--- src/design/fci_pkg.sv ---
// Constants for the flash command host controller
package fci_pkg;
  // Bus and word widths
  localparam int ADDR_W = 19;
  localparam int DATA_W = 8;
  // Command addresses (low 11 bits significant)
  localparam logic [10:0] CMD_ADDR_A = 11'h555;
  localparam logic [10:0] CMD_ADDR_B = 11'h2AA;
  // Command data bytes
  localparam logic [7:0] CMD_UNLOCK1 = 8'hAA;
  localparam logic [7:0] CMD_UNLOCK2 = 8'h55;
  localparam logic [7:0] CMD_RESET = 8'hF0;
  localparam logic [7:0] CMD_AUTOSEL = 8'h90;
  localparam logic [7:0] CMD_PROGRAM = 8'hA0;
  localparam logic [7:0] CMD_BYPASS = 8'h20;
  localparam logic [7:0] CMD_ERASE_SETUP = 8'h80;
  localparam logic [7:0] CMD_CHIP_ERASE = 8'h10;
  localparam logic [7:0] CMD_BLOCK_ERASE = 8'h30;
  localparam logic [7:0] CMD_SUSPEND = 8'hB0;
  localparam logic [7:0] CMD_RESUME = 8'h30;
  localparam logic [7:0] CMD_BYPASS_EXIT = 8'h00;
  // Identification read offsets (A1:A0)
  localparam logic [1:0] ID_MAKER = 2'h0;
  localparam logic [1:0] ID_PART = 2'h1;
  localparam logic [1:0] ID_PROTECT = 2'h2;
  localparam int BLK_LSB = 16;
  // Operation codes from the user side
  localparam logic [3:0] OP_RESET1 = 4'h0;
  localparam logic [3:0] OP_RESET3 = 4'h1;
  localparam logic [3:0] OP_AUTOSEL = 4'h2;
  localparam logic [3:0] OP_PROGRAM = 4'h3;
  localparam logic [3:0] OP_BYPASS = 4'h4;
  localparam logic [3:0] OP_BYP_PROG = 4'h5;
  localparam logic [3:0] OP_BYP_EXIT = 4'h6;
  localparam logic [3:0] OP_CHIP_ERASE = 4'h7;
  localparam logic [3:0] OP_BLK_ERASE = 4'h8;
  localparam logic [3:0] OP_SUSPEND = 4'h9;
  localparam logic [3:0] OP_RESUME = 4'hA;
  localparam logic [3:0] OP_READ = 4'hB;
  localparam logic [3:0] OP_ID_READ = 4'hC;
  localparam logic [3:0] OP_BLK_ADD = 4'hD;
  // Bus timing, 20 MHz clock
  localparam int CLK_NS = 50;
  localparam int SETUP_NS = 50;
  localparam int STROBE_NS = 100;
  localparam int READ_NS = 100;
  localparam int SETUP_CYC = (SETUP_NS + CLK_NS - 1) / CLK_NS;
  localparam int STROBE_CYC = (STROBE_NS + CLK_NS - 1) / CLK_NS;
  localparam int READ_CYC = (READ_NS + CLK_NS - 1) / CLK_NS;
  localparam int STEP_MAX = 6;
  localparam logic [3:0] SETUP_C = 4'(SETUP_CYC);
  localparam logic [3:0] STROBE_C = 4'(STROBE_CYC);
  localparam logic [3:0] READ_C = 4'(READ_CYC);
  typedef enum logic [4:0] {
    ST_IDLE = 5'b00001,
    ST_SETUP = 5'b00010,
    ST_STROBE = 5'b00100,
    ST_HOLD = 5'b01000,
    ST_READ = 5'b10000
  } fci_state_t;
endpackage

--- src/design/fci_host.sv ---
// Host side sequencer that issues flash command bus cycles
//
// What this block and the flash do
// [RL1] Any broken sequence drops the flash to read mode; host never interleaves commands.
// [RL2] Reset is one F0 write, or AA@555, 55@2AA, F0.
// [RL3] After reset during erase or error, flash needs 10us to abort before reads; host adds no wait.
// [RL4] Identification entry is AA@555, 55@2AA, 90@555; mode persists.
// [RL5] Id read with A1:A0=00 gives maker code, 01 gives part code.
// [RL6] Id read with A1:A0=10 and A18:A16 block gives protection byte.
// [RL7] Program is AA@555, 55@2AA, A0@555, then value at target.
// [RL8] Program into protected block is silently dropped by the flash.
// [RL9] Flash ignores commands and shows status while programming.
// [RL10] Flash returns to read mode after program, or holds status on error.
// [RL11] Programming only clears bits; only erase sets them.
// [RL12] AA@555, 55@2AA, 20@555 enters bypass mode.
// [RL13] Bypass program is A0 at any address, then value at target.
// [RL14] Reset after a bypass program error keeps the flash in bypass.
// [RL15] Bypass exit is 90 then 00, each at any address.
// [RL16] Flash keeps per-block protection, reported by identification read.
// [RL17] Chip erase is six writes ending 10@555.
// [RL18] Block erase is five writes plus 30 at block; more within 50us.
// [RL19] B0 suspends block erase within 15us; 30 resumes it.
// [RL20] Flash compares only address bits 0 to 10 of commands.
// [RL21] Step index walks command writes and finishes at the last step.
`timescale 1ns/1ns
module fci_host
  import fci_pkg::*;
(
  // Clock and reset
  input wire logic clk_sys,
  input wire logic reset_n,
  input wire logic clkEn,
  // User command port
  input wire logic cmdValid,
  input wire logic [3:0] cmdOp,
  input wire logic [ADDR_W-1:0] cmdAddr,
  input wire logic [DATA_W-1:0] cmdData,
  output logic cmdReady,
  output logic rspValid,
  output logic [DATA_W-1:0] rspData,
  // Flash pins
  output logic chipEnable_n,
  output logic outputEnable_n,
  output logic writeEnable_n,
  output logic [ADDR_W-1:0] flashAddr,
  output logic [DATA_W-1:0] flashDout,
  output logic flashDoe,
  input wire logic [DATA_W-1:0] flashDin
);

  // ----------------------------------------
  // Command table
  // ----------------------------------------
  // Length of each operation in bus writes; zero means a read
  function automatic logic [2:0] op_len(input logic [3:0] op);
    case (op)
      OP_RESET1, OP_SUSPEND, OP_RESUME, OP_BLK_ADD: op_len = 3'd1;
      OP_RESET3, OP_AUTOSEL, OP_BYPASS: op_len = 3'd3;
      OP_PROGRAM: op_len = 3'd4;
      OP_BYP_PROG, OP_BYP_EXIT: op_len = 3'd2;
      OP_CHIP_ERASE, OP_BLK_ERASE: op_len = 3'd6;
      default: op_len = 3'd0;
    endcase
  endfunction

  // Address and data of write number idx of an operation
  function automatic logic [ADDR_W+DATA_W-1:0] op_word(input logic [3:0] op,
      input logic [2:0] idx, input logic [ADDR_W-1:0] ua, input logic [DATA_W-1:0] ud);
    logic [ADDR_W-1:0] a;
    logic [DATA_W-1:0] d;
    a = ADDR_W'(CMD_ADDR_A);
    d = CMD_UNLOCK1;
    if (idx == 3'd1 || idx == 3'd4) begin
      a = ADDR_W'(CMD_ADDR_B);
      d = CMD_UNLOCK2;
    end
    case (op)
      OP_RESET1: begin
        a = ua; // RL2
        d = CMD_RESET;
      end
      OP_RESET3: if (idx == 3'd2) d = CMD_RESET; // RL2
      OP_AUTOSEL: if (idx == 3'd2) d = CMD_AUTOSEL; // RL4
      OP_BYPASS: if (idx == 3'd2) d = CMD_BYPASS; // RL12
      OP_PROGRAM: begin
        if (idx == 3'd2) d = CMD_PROGRAM; // RL7
        if (idx == 3'd3) begin
          a = ua;
          d = ud;
        end
      end
      OP_BYP_PROG: begin
        a = ua; // RL13
        d = (idx == 3'd0) ? CMD_PROGRAM : ud;
      end
      OP_BYP_EXIT: begin
        a = ua; // RL15
        d = (idx == 3'd0) ? CMD_AUTOSEL : CMD_BYPASS_EXIT;
      end
      OP_CHIP_ERASE, OP_BLK_ERASE: begin
        if (idx == 3'd2) d = CMD_ERASE_SETUP; // RL17
        if (idx == 3'd5) begin
          if (op == OP_CHIP_ERASE) begin
            d = CMD_CHIP_ERASE;
          end else begin
            a = ua; // RL18
            d = CMD_BLOCK_ERASE;
          end
        end
      end
      OP_BLK_ADD: begin
        a = ua; // RL18
        d = CMD_BLOCK_ERASE;
      end
      OP_SUSPEND: begin
        a = ua; // RL19
        d = CMD_SUSPEND;
      end
      OP_RESUME: begin
        a = ua; // RL19
        d = CMD_RESUME;
      end
      OP_ID_READ: d = ud;
      default: d = ud;
    endcase
    op_word = {a, d};
  endfunction

  // ----------------------------------------
  // State
  // ----------------------------------------
  fci_state_t state_q, state_d;
  logic [3:0] op_q;
  logic [ADDR_W-1:0] uAddr_q;
  logic [DATA_W-1:0] uData_q;
  logic [2:0] step_q;
  logic [3:0] cnt_q;
  logic [DATA_W-1:0] dinSync1_q, dinSync2_q;

  wire logic accept = cmdReady && cmdValid;
  wire logic [2:0] len = op_len(op_q);
  wire logic isRead = (len == 3'd0);
  wire logic lastStep = (step_q == len - 3'd1); // RL21
  wire logic cntDone = (cnt_q == 4'd0);
  // Values the request state takes at this edge, so pins change with the state
  wire logic [3:0] opNext = accept ? cmdOp : op_q;
  wire logic [ADDR_W-1:0] addrNext = accept ? cmdAddr : uAddr_q;
  wire logic [DATA_W-1:0] dataNext = accept ? cmdData : uData_q;
  wire logic stepUp = (state_q == ST_HOLD) && cntDone && !lastStep; // RL21
  wire logic [2:0] stepNext = accept ? 3'd0 : (stepUp ? step_q + 3'd1 : step_q);
  wire logic [ADDR_W+DATA_W-1:0] word = op_word(opNext, stepNext, addrNext, dataNext);
  // Id reads keep upper bits for the block select and force A1:A0
  wire logic [ADDR_W-1:0] idAddr = {addrNext[ADDR_W-1:2], dataNext[1:0]}; // RL5 RL6
  wire logic [ADDR_W-1:0] rdAddr = (opNext == OP_ID_READ) ? idAddr : addrNext;

  always_comb begin
    state_d = state_q;
    case (state_q)
      ST_IDLE: if (accept) state_d = (op_len(cmdOp) == 3'd0) ? ST_READ : ST_SETUP;
      ST_SETUP: if (cntDone) state_d = ST_STROBE;
      ST_STROBE: if (cntDone) state_d = ST_HOLD;
      ST_HOLD: if (cntDone) state_d = lastStep ? ST_IDLE : ST_SETUP; // RL1 RL21
      ST_READ: if (cntDone) state_d = ST_IDLE;
      default: state_d = ST_IDLE;
    endcase
  end

  // ----------------------------------------
  // Sequencer
  // ----------------------------------------
  always_ff @(posedge clk_sys or negedge reset_n) begin
    if (!reset_n) begin
      state_q <= ST_IDLE;
      op_q <= OP_READ;
      uAddr_q <= '0;
      uData_q <= '0;
      step_q <= 3'd0;
      cnt_q <= 4'd0;
    end else if (clkEn) begin
      state_q <= state_d;
      if (accept) begin
        op_q <= cmdOp;
        uAddr_q <= cmdAddr;
        uData_q <= cmdData;
      end
      if (state_d != state_q) begin
        cnt_q <= (state_d == ST_STROBE) ? STROBE_C - 4'd1 :
                 (state_d == ST_READ) ? READ_C + 4'd1 : SETUP_C - 4'd1;
      end else if (!cntDone) begin
        cnt_q <= cnt_q - 4'd1;
      end
      step_q <= stepNext; // RL21
    end
  end

  // Data inputs pass two flops before use
  always_ff @(posedge clk_sys or negedge reset_n) begin
    if (!reset_n) begin
      dinSync1_q <= '0;
      dinSync2_q <= '0;
    end else if (clkEn) begin
      dinSync1_q <= flashDin;
      dinSync2_q <= dinSync1_q;
    end
  end

  // ----------------------------------------
  // Registered outputs
  // ----------------------------------------
  wire logic inWrite = (state_d == ST_SETUP) || (state_d == ST_STROBE) || (state_d == ST_HOLD);
  always_ff @(posedge clk_sys or negedge reset_n) begin
    if (!reset_n) begin
      cmdReady <= 1'b0;
      rspValid <= 1'b0;
      rspData <= '0;
      chipEnable_n <= 1'b1;
      outputEnable_n <= 1'b1;
      writeEnable_n <= 1'b1;
      flashAddr <= '0;
      flashDout <= '0;
      flashDoe <= 1'b0;
    end else if (clkEn) begin
      cmdReady <= (state_d == ST_IDLE) && !accept;
      rspValid <= (state_q == ST_READ) && cntDone;
      if (state_q == ST_READ && cntDone) rspData <= dinSync2_q;
      chipEnable_n <= !(inWrite || state_d == ST_READ);
      outputEnable_n <= (state_d != ST_READ);
      writeEnable_n <= (state_d != ST_STROBE);
      flashDoe <= inWrite;
      if (inWrite) begin
        flashAddr <= word[ADDR_W+DATA_W-1:DATA_W];
        flashDout <= word[DATA_W-1:0];
      end else if (state_d == ST_READ) begin
        flashAddr <= rdAddr;
      end
    end
  end

endmodule // fci_host

--- config.mk ---
export PLATFORM = sky130hd
export DESIGN_NAME = fci_host
export DESIGN_NICKNAME = d
export VERILOG_FILES = /design/src/design/fci_pkg.sv /design/src/design/fci_host.sv
export SDC_FILE = /design/constraint.sdc
export NUM_CORES = 1
export LEC_CHECK = 0
export ABC_AREA = 1
export BUFFER_PORTS_ARGS = -buffer_cell sky130_fd_sc_hd__buf_2
export CAP_MARGIN = 20
export CORE_UTILIZATION = 53
export CTS_CLUSTER_DIAMETER = 80
export DETAILED_ROUTE_END_ITERATION = 8
export PLACE_DENSITY = 0.79
export SYNTH_ARGS = -nofsm -noshare
export SYNTH_HDL_FRONTEND = slang
export SYNTH_SLANG_ARGS = --single-unit
export TNS_END_PERCENT = 10
--- constraint.sdc ---
create_clock -name clk_sys -period 2.9 [get_ports clk_sys]
set_input_delay 0.58 -clock clk_sys [delete_from_list [all_inputs] [get_ports clk_sys]]
set_output_delay 0.58 -clock clk_sys [all_outputs]
set_load 0.03 [all_outputs]
==> run metrics, run 1 <==
vias in the first global route=5,420; startpoint types=flop; ratio of total power to cell area=992 nW/um^2; HP Class=in2async; Die Y=109 um; most frequent cells after synthesis=267 x nand2_1, 93 x dfrtp_1, 92 x o21ai_0, 83 x inv_1, 77 x nor2_1; Final Hold Viols=0; Fmax achieved=310 MHz; worst skew pair latency=0.35 ns; Final Slew Violations=0; post-DP HPWL=10,300 um; RSZ-0062 raised after global routing=yes; Cells after Synth=840; Placed Cells=1,064; syn nets=894; CTS tree=built; worst hold slack=0.183 ns; num rows=38; R2R Setup Slk=-0.33 ns; Vias/cell=5.34; Critical Path Fanout Max=8; post-synth cell types=47; PnR Total Power=7.44 mW; VDD IR-drop max=0.626 mV; Yosys top cell by area=dfrtp_1; Clock Skews=0.00607 ns; crit path kind=reg2reg; status=complete, but fails checks; CORE AREA=11,000 um^2; die area=12,000 um^2; Synth-to-Final Area Change=22.6%; Post-CTS Hold Fix Bufs=0; Inserted Clock Buffers=9; initial antenna violation count=0; Root Buffer=clkbuf_16; prevailing post-synth register cell=dfrtp_1; FFs w/ async S/R, synth=1.00; failing checks=negative setup slack; Clock Sinks=100; warnings from Yosys=0; # setup viols final=31; fin crit period=3.23 ns; max-cap check violation count=0; GRT overflow=0; CP required=3.14 ns; Leak=4.02 nW; number of flops mapped to enable cells by yosys=0; WL/cell=14.4 um; slew margin rel.=0.529; final worst-path cycle share=1.11; IO Pins=84; largest net degree at the start of global routing=66; proportion of layout cells with a drive suffix above 1=0.265; synth top area cells=dfrtp_1 38%, nand2_1 16%, o21ai_0 7.5%, inv_1 5.1%, nor2_1 4.7%; H-tree depth=3; ANT nets after route=0; Final WS setup=-0.331 ns; overall die width=109 um; DP Area=6870 um^2; IO Port Bufs=83; Post-Layout Cell Count=1,092; antenna cells=0; first-pass GRT wire length=25,800 um; Detailed Routing Iterations Pass 1=6; Initial Util=0.555; Worst Path Arrival=3.47 ns; Crit. End Element=flop; Clock Tree Buf Depth=2; Final nets=1,001; GPL Wtd Cong=0.942; gr usage total=0.274; post-synthesis sequential area ratio=0.410; Final Instance Area=7500 um^2; Yosys top cell area share=0.380; DRT iter0 DRCs=516; Mean Syn Cell Area=7.29 um^2; residual DRC count=0; Cell Area, Synth=6120 um^2; vias=5,831; Reg clk slew, reported paths=0.08 ns; Worst-Margin Slew=0.699 ns; Total Wirelength=15,700 um; most frequent cell after synthesis=nand2_1; synthesis-stage register bit count=100
[registers in the layout (all words and copies together), names as in the netlist, 3 cells and up]
name        count
flashAddr      19
op_q            4
rspData         8
uData_q         8
state_q         5
cnt_q           4
flashDout       8
step_q          3
dinSync1_q      8
uAddr_q        19
dinSync2_q      8
[routing by layer]
| metal | vias to the layer above | part of all wire | track usage |
|---|---|---|---|
| met5 | - | 0 | 0 |
| met4 | 0 | 0.021 | 0.0743 |
| met3 | 31 | 0.060 | 0.0528 |
| met2 | 203 | 0.48 | 0.448 |
| met1 | 2701 | 0.44 | 0.374 |
| li1 | 2896 | - | - |
[timing repair]
action	4_1_cts	5_1_grt
gates resized for setup	25	35
setup endpoints to repair	31	33
setup buffers	8	4
pin swaps	25	24
[worst max-delay path, cell delays in order (launching register included)]
cell	delay, ns
dfstp_2	0.54
inv_2	0.05
ha_4	0.26
inv_2	0.03
nand2_2	0.07
nand2_2	0.06
nand2_2	0.07
nand2_2	0.06
ha_4	0.27
inv_2	0.03
nand2_1	0.06
nand2_1	0.06
o21bai_4	0.17
nor2_4	0.09
nand2_4	0.10
nand3_4	0.09
nand2_4	0.07
nor2_4	0.22
nand2_2	0.12
nand2_4	0.11
nand2_8	0.09
nand2_8	0.10
a21oi_2	0.04
nor2_1	0.17
nand2_1	0.08
nand2_1	0.06
nand2_1	0.05
[through the flow]
step                       util  setup slack (ns)  setup TNS (ns)
after global routing      0.680            -0.532          -13.99
final                     0.680            -0.331           -8.40
after floorplan               -           -0.0111         -0.0689
after detailed placement  0.623            -0.256           -5.63
after global placement    0.623            -0.192           -3.65
after CTS                 0.664            -0.274           -6.25
[worst paths after layout]
path | start | endpoint | cells after the start
max | op_q[1]$_DFFE_PN1P_ | flashDout[5]$_DFFE_PN0P_ | 26
max reg2reg | op_q[1]$_DFFE_PN1P_ | flashDout[5]$_DFFE_PN0P_ | 26
min in group clk_sys | flashDin[1] | dinSync1_q[1]$_DFFE_PN0P_ | 3
max in group asynchronous | reset_n | state_q[0]$_DFFE_PN1P_ | 2
min | reset_n | rspValid$_DFFE_PN0P_ | 1
min reg2reg | dinSync1_q[1]$_DFFE_PN0P_ | dinSync1_q[1]$_DFFE_PN0P_ | 2
[placed cells by master, fill, tap and decap left out, types with 13 or more instances in the layout]
cell type,synthesis,layout
a21oi_1,14,13
buf_2,6,82
buf_4,2,33
dfrtp_1,93,93
inv_1,83,79
inv_2,14,17
mux2i_1,13,13
nand2_1,267,254
nand2_2,10,18
nand3_1,30,27
nand4_1,17,17
nor2_1,77,73
o21ai_0,92,87
o21ai_1,12,14
or2_2,14,14
[cell families (layout without fill, tap and decap cells)]
| group | after synthesis | after routing | share of synthesized area |
|---|---|---|---|
| flops | 100 | 100 | 0.410 |
| buf+inv | 126 | 238 | 0.0810 |
| simple gates | 450 | 450 | 0.333 |
| xor+xnor | 3 | 3 | 0.00429 |
| fa+ha+maj | 11 | 11 | 0.0225 |
| compound gates | 137 | 137 | 0.127 |
| mux | 13 | 13 | 0.0213 |
[final cells by class]
type | count | area (um^2)
Clock buffer | 10 | 239
Clock inverter | 6 | 60.1
Fill cell | 899 | 3530
Inverter | 98 | 375
Multi-Input combinational cell | 614 | 3340
Sequential cell | 100 | 2510
Tap cell | 140 | 175
Timing Repair Buffer | 124 | 803
[where the power goes]
group | switching [mW] | internal, mW
Combinational | 2.66 | 1.47
Sequential | 0.247 | 1.84
Clock | 0.588 | 0.631
Power figures use the tool's default switching activity.
==> run 2, diff against run 1 <==
--- a/config.mk
+++ b/config.mk
@@ -11,7 +11,7 @@
 export CORE_UTILIZATION = 53
 export CTS_CLUSTER_DIAMETER = 80
 export DETAILED_ROUTE_END_ITERATION = 8
-export PLACE_DENSITY = 0.79
+export PLACE_DENSITY = 0.78
 export SYNTH_ARGS = -nofsm -noshare
 export SYNTH_HDL_FRONTEND = slang
 export SYNTH_SLANG_ARGS = --single-unit
==> run 2 against run 1 <==
The flow still finishes with violations (negative setup slack). Count of clock-buffer cells in the layout is the same. Wire length decreased by 4.5%. Highest routed layer unchanged. Total power is 0.47% higher.
==> run metrics, run 2 (synthesis gave the netlist of run 1 again) <==
fill count=931; multi-input logic area=3290 um^2; Final WS setup=-0.307 ns; IO Port Bufs=83; WL/cell=13.6 um; R2R cell count=26; # setup viols final=31; Root Buffer=clkbuf_16; status=complete, but fails checks; Clock Tree Buf Depth=2; crit path kind=reg2reg; vias in the first global route=5,462; Final Instance Area=7480 um^2; fin crit period=3.21 ns; die area=12,000 um^2; Worst-Margin Slew=0.687 ns; RSZ-0062 raised after global routing=yes; worst r2r dst=flashDout[5]$_DFFE_PN0P_; CTS tree=built; IO Pins=84; Inserted Clock Buffers=9; Fmax achieved=312 MHz; Clock Skews=0.0111 ns; first-pass GRT wire length=25,400 um; Leak=4.02 nW; num rows=38; vias=5,805; most common cell after layout, fill and taps aside=nand2_1; H-tree depth=3; Reg clk slew, reported paths=0.07 ns; Initial Util=0.555; initial antenna violation count=0; ratio of total power to cell area=1000 nW/um^2; Worst Path Arrival=3.44 ns; proportion of layout cells with a drive suffix above 1=0.269; R2R Setup Slk=-0.31 ns; antenna cells=0; CP required=3.14 ns; CORE AREA=11,000 um^2; gr usage total=0.270; GRT overflow=0; Synth-to-Final Area Change=22.2%; FF-to-FF Start=op_q[0]$_DFFE_PN1P_; Total Wirelength=15,000 um; DP Area=6900 um^2; DRT iter0 DRCs=451; Die Y=109 um; Post-CTS Hold Fix Bufs=0; final worst-path cycle share=1.11; VDD IR-drop max=0.631 mV; post-DP HPWL=10,500 um; largest registers=flashAddr x19, uAddr_q x19; Detailed Routing Iterations Pass 1=5; largest net degree at the start of global routing=64; Final Hold Viols=0; HP Class=in2async; failing checks=negative setup slack; Clock Sinks=100; residual DRC count=0; most frequent cells in the layout=251 x nand2_1, 93 x dfrtp_1, 90 x o21ai_0; Crit. End Element=flop; Final Slew Violations=0; FF/Latch Area=2510 um^2; ANT nets after route=0; max-cap check violation count=0; worst skew pair latency=0.35 ns; GPL Wtd Cong=0.934; Vias/cell=5.29; slew margin rel.=0.537; Final nets=1,006; dpl ws=-0.204 ns; overall die width=109 um; startpoint types=flop; Critical Path Fanout Max=8
-- run 2: cell types whose count changed in the layout (fill, tap and decap cells not counted), moves of 3 or more --
cell,before,now
buf_4,33,37
nand2_2,18,22
nand3_2,5,9
nand3_4,10,6
nand2_1,254,251
o21ai_0,87,90
o21ai_2,5,2
-- run 2: final cells by class --
class | instances | area share
Timing Repair inverter | 1 | 0.00100
Clock buffer | 10 | 0.0320
Clock inverter | 6 | 0.00887
Inverter | 98 | 0.0499
Sequential cell | 100 | 0.336
Timing Repair Buffer | 128 | 0.109
Tap cell | 140 | 0.0234
Multi-Input combinational cell | 614 | 0.440
-- run 2: worst max-delay path, cell delays in order, from the launching register on --
cell      delay [ns]
dfstp_2         0.55
inv_2           0.05
ha_4            0.25
inv_2           0.04
nand2_4         0.06
nand2_2         0.06
nand2_2         0.06
nand2_2         0.06
ha_4            0.27
inv_2           0.03
nand2_2         0.05
nand2_2         0.04
o21bai_4        0.16
nor2_4          0.12
nand2_4         0.11
nand3_4         0.10
nand2_4         0.06
nor2_4          0.22
nand2_2         0.10
nand2_2         0.10
nand2_4         0.12
nand2_8         0.13
a21oi_4         0.04
nor2_2          0.15
nand2_1         0.07
nand2_1         0.06
nand2_1         0.05
-- run 2: stage by stage --
step	instances	TNS (ns)	hold slack [ns]	util	power (mW)
finish	1097	-6.72	0.263	0.678	7.47
global placement	1072	-3.55	0.455	0.626	5.88
floorplan	840	-0.0689	0.284	-	4.81
CTS	1094	-4.16	0.289	0.666	7.33
global route	1097	-12.67	0.320	0.678	8.12
detailed placement	1072	-5.23	0.459	0.626	5.94
-- run 2: repair_timing --
action	4_1_cts	5_1_grt
resized for setup	27	26
pin swaps	13	33
endpoints found under the setup margin	31	35
buffers inserted	5	3
cloned	1	0
-- run 2: power breakdown --
part / total, mW / switching, mW / internal (mW)
registers: 2.08 / 0.243 / 1.84
logic: 4.16 / 2.63 / 1.53
clock network: 1.23 / 0.597 / 0.634
total: 7.47 / 3.47 / 4.00
-- run 2: layer usage --
layer | track usage | share of wire | vias up
met3 | 0.0528 | 0.062 | 23
met4 | 0.0914 | 0.018 | 0
met1 | 0.371 | 0.45 | 2677
li1 | - | - | 2903
met2 | 0.428 | 0.47 | 202
met5 | 0 | 0 | -
-- run 2: worst max path at each step --
stage                     cells past startpoint                start                  endpoint  slack, ns
after CTS                                    26  op_q[1]$_DFFE_PN1P_  flashDout[5]$_DFFE_PN0P_      -0.20
after global placement                       21  op_q[0]$_DFFE_PN1P_  flashAddr[7]$_DFFE_PN0P_      -0.16
after detailed placement                     21  op_q[0]$_DFFE_PN1P_  flashAddr[9]$_DFFE_PN0P_      -0.20
after floorplan                              21  op_q[0]$_DFFE_PN1P_  flashDout[6]$_DFFE_PN0P_      -0.01
after global routing                         26  op_q[0]$_DFFE_PN1P_  flashDout[5]$_DFFE_PN0P_      -0.51
final                                        26  op_q[0]$_DFFE_PN1P_  flashDout[5]$_DFFE_PN0P_      -0.31
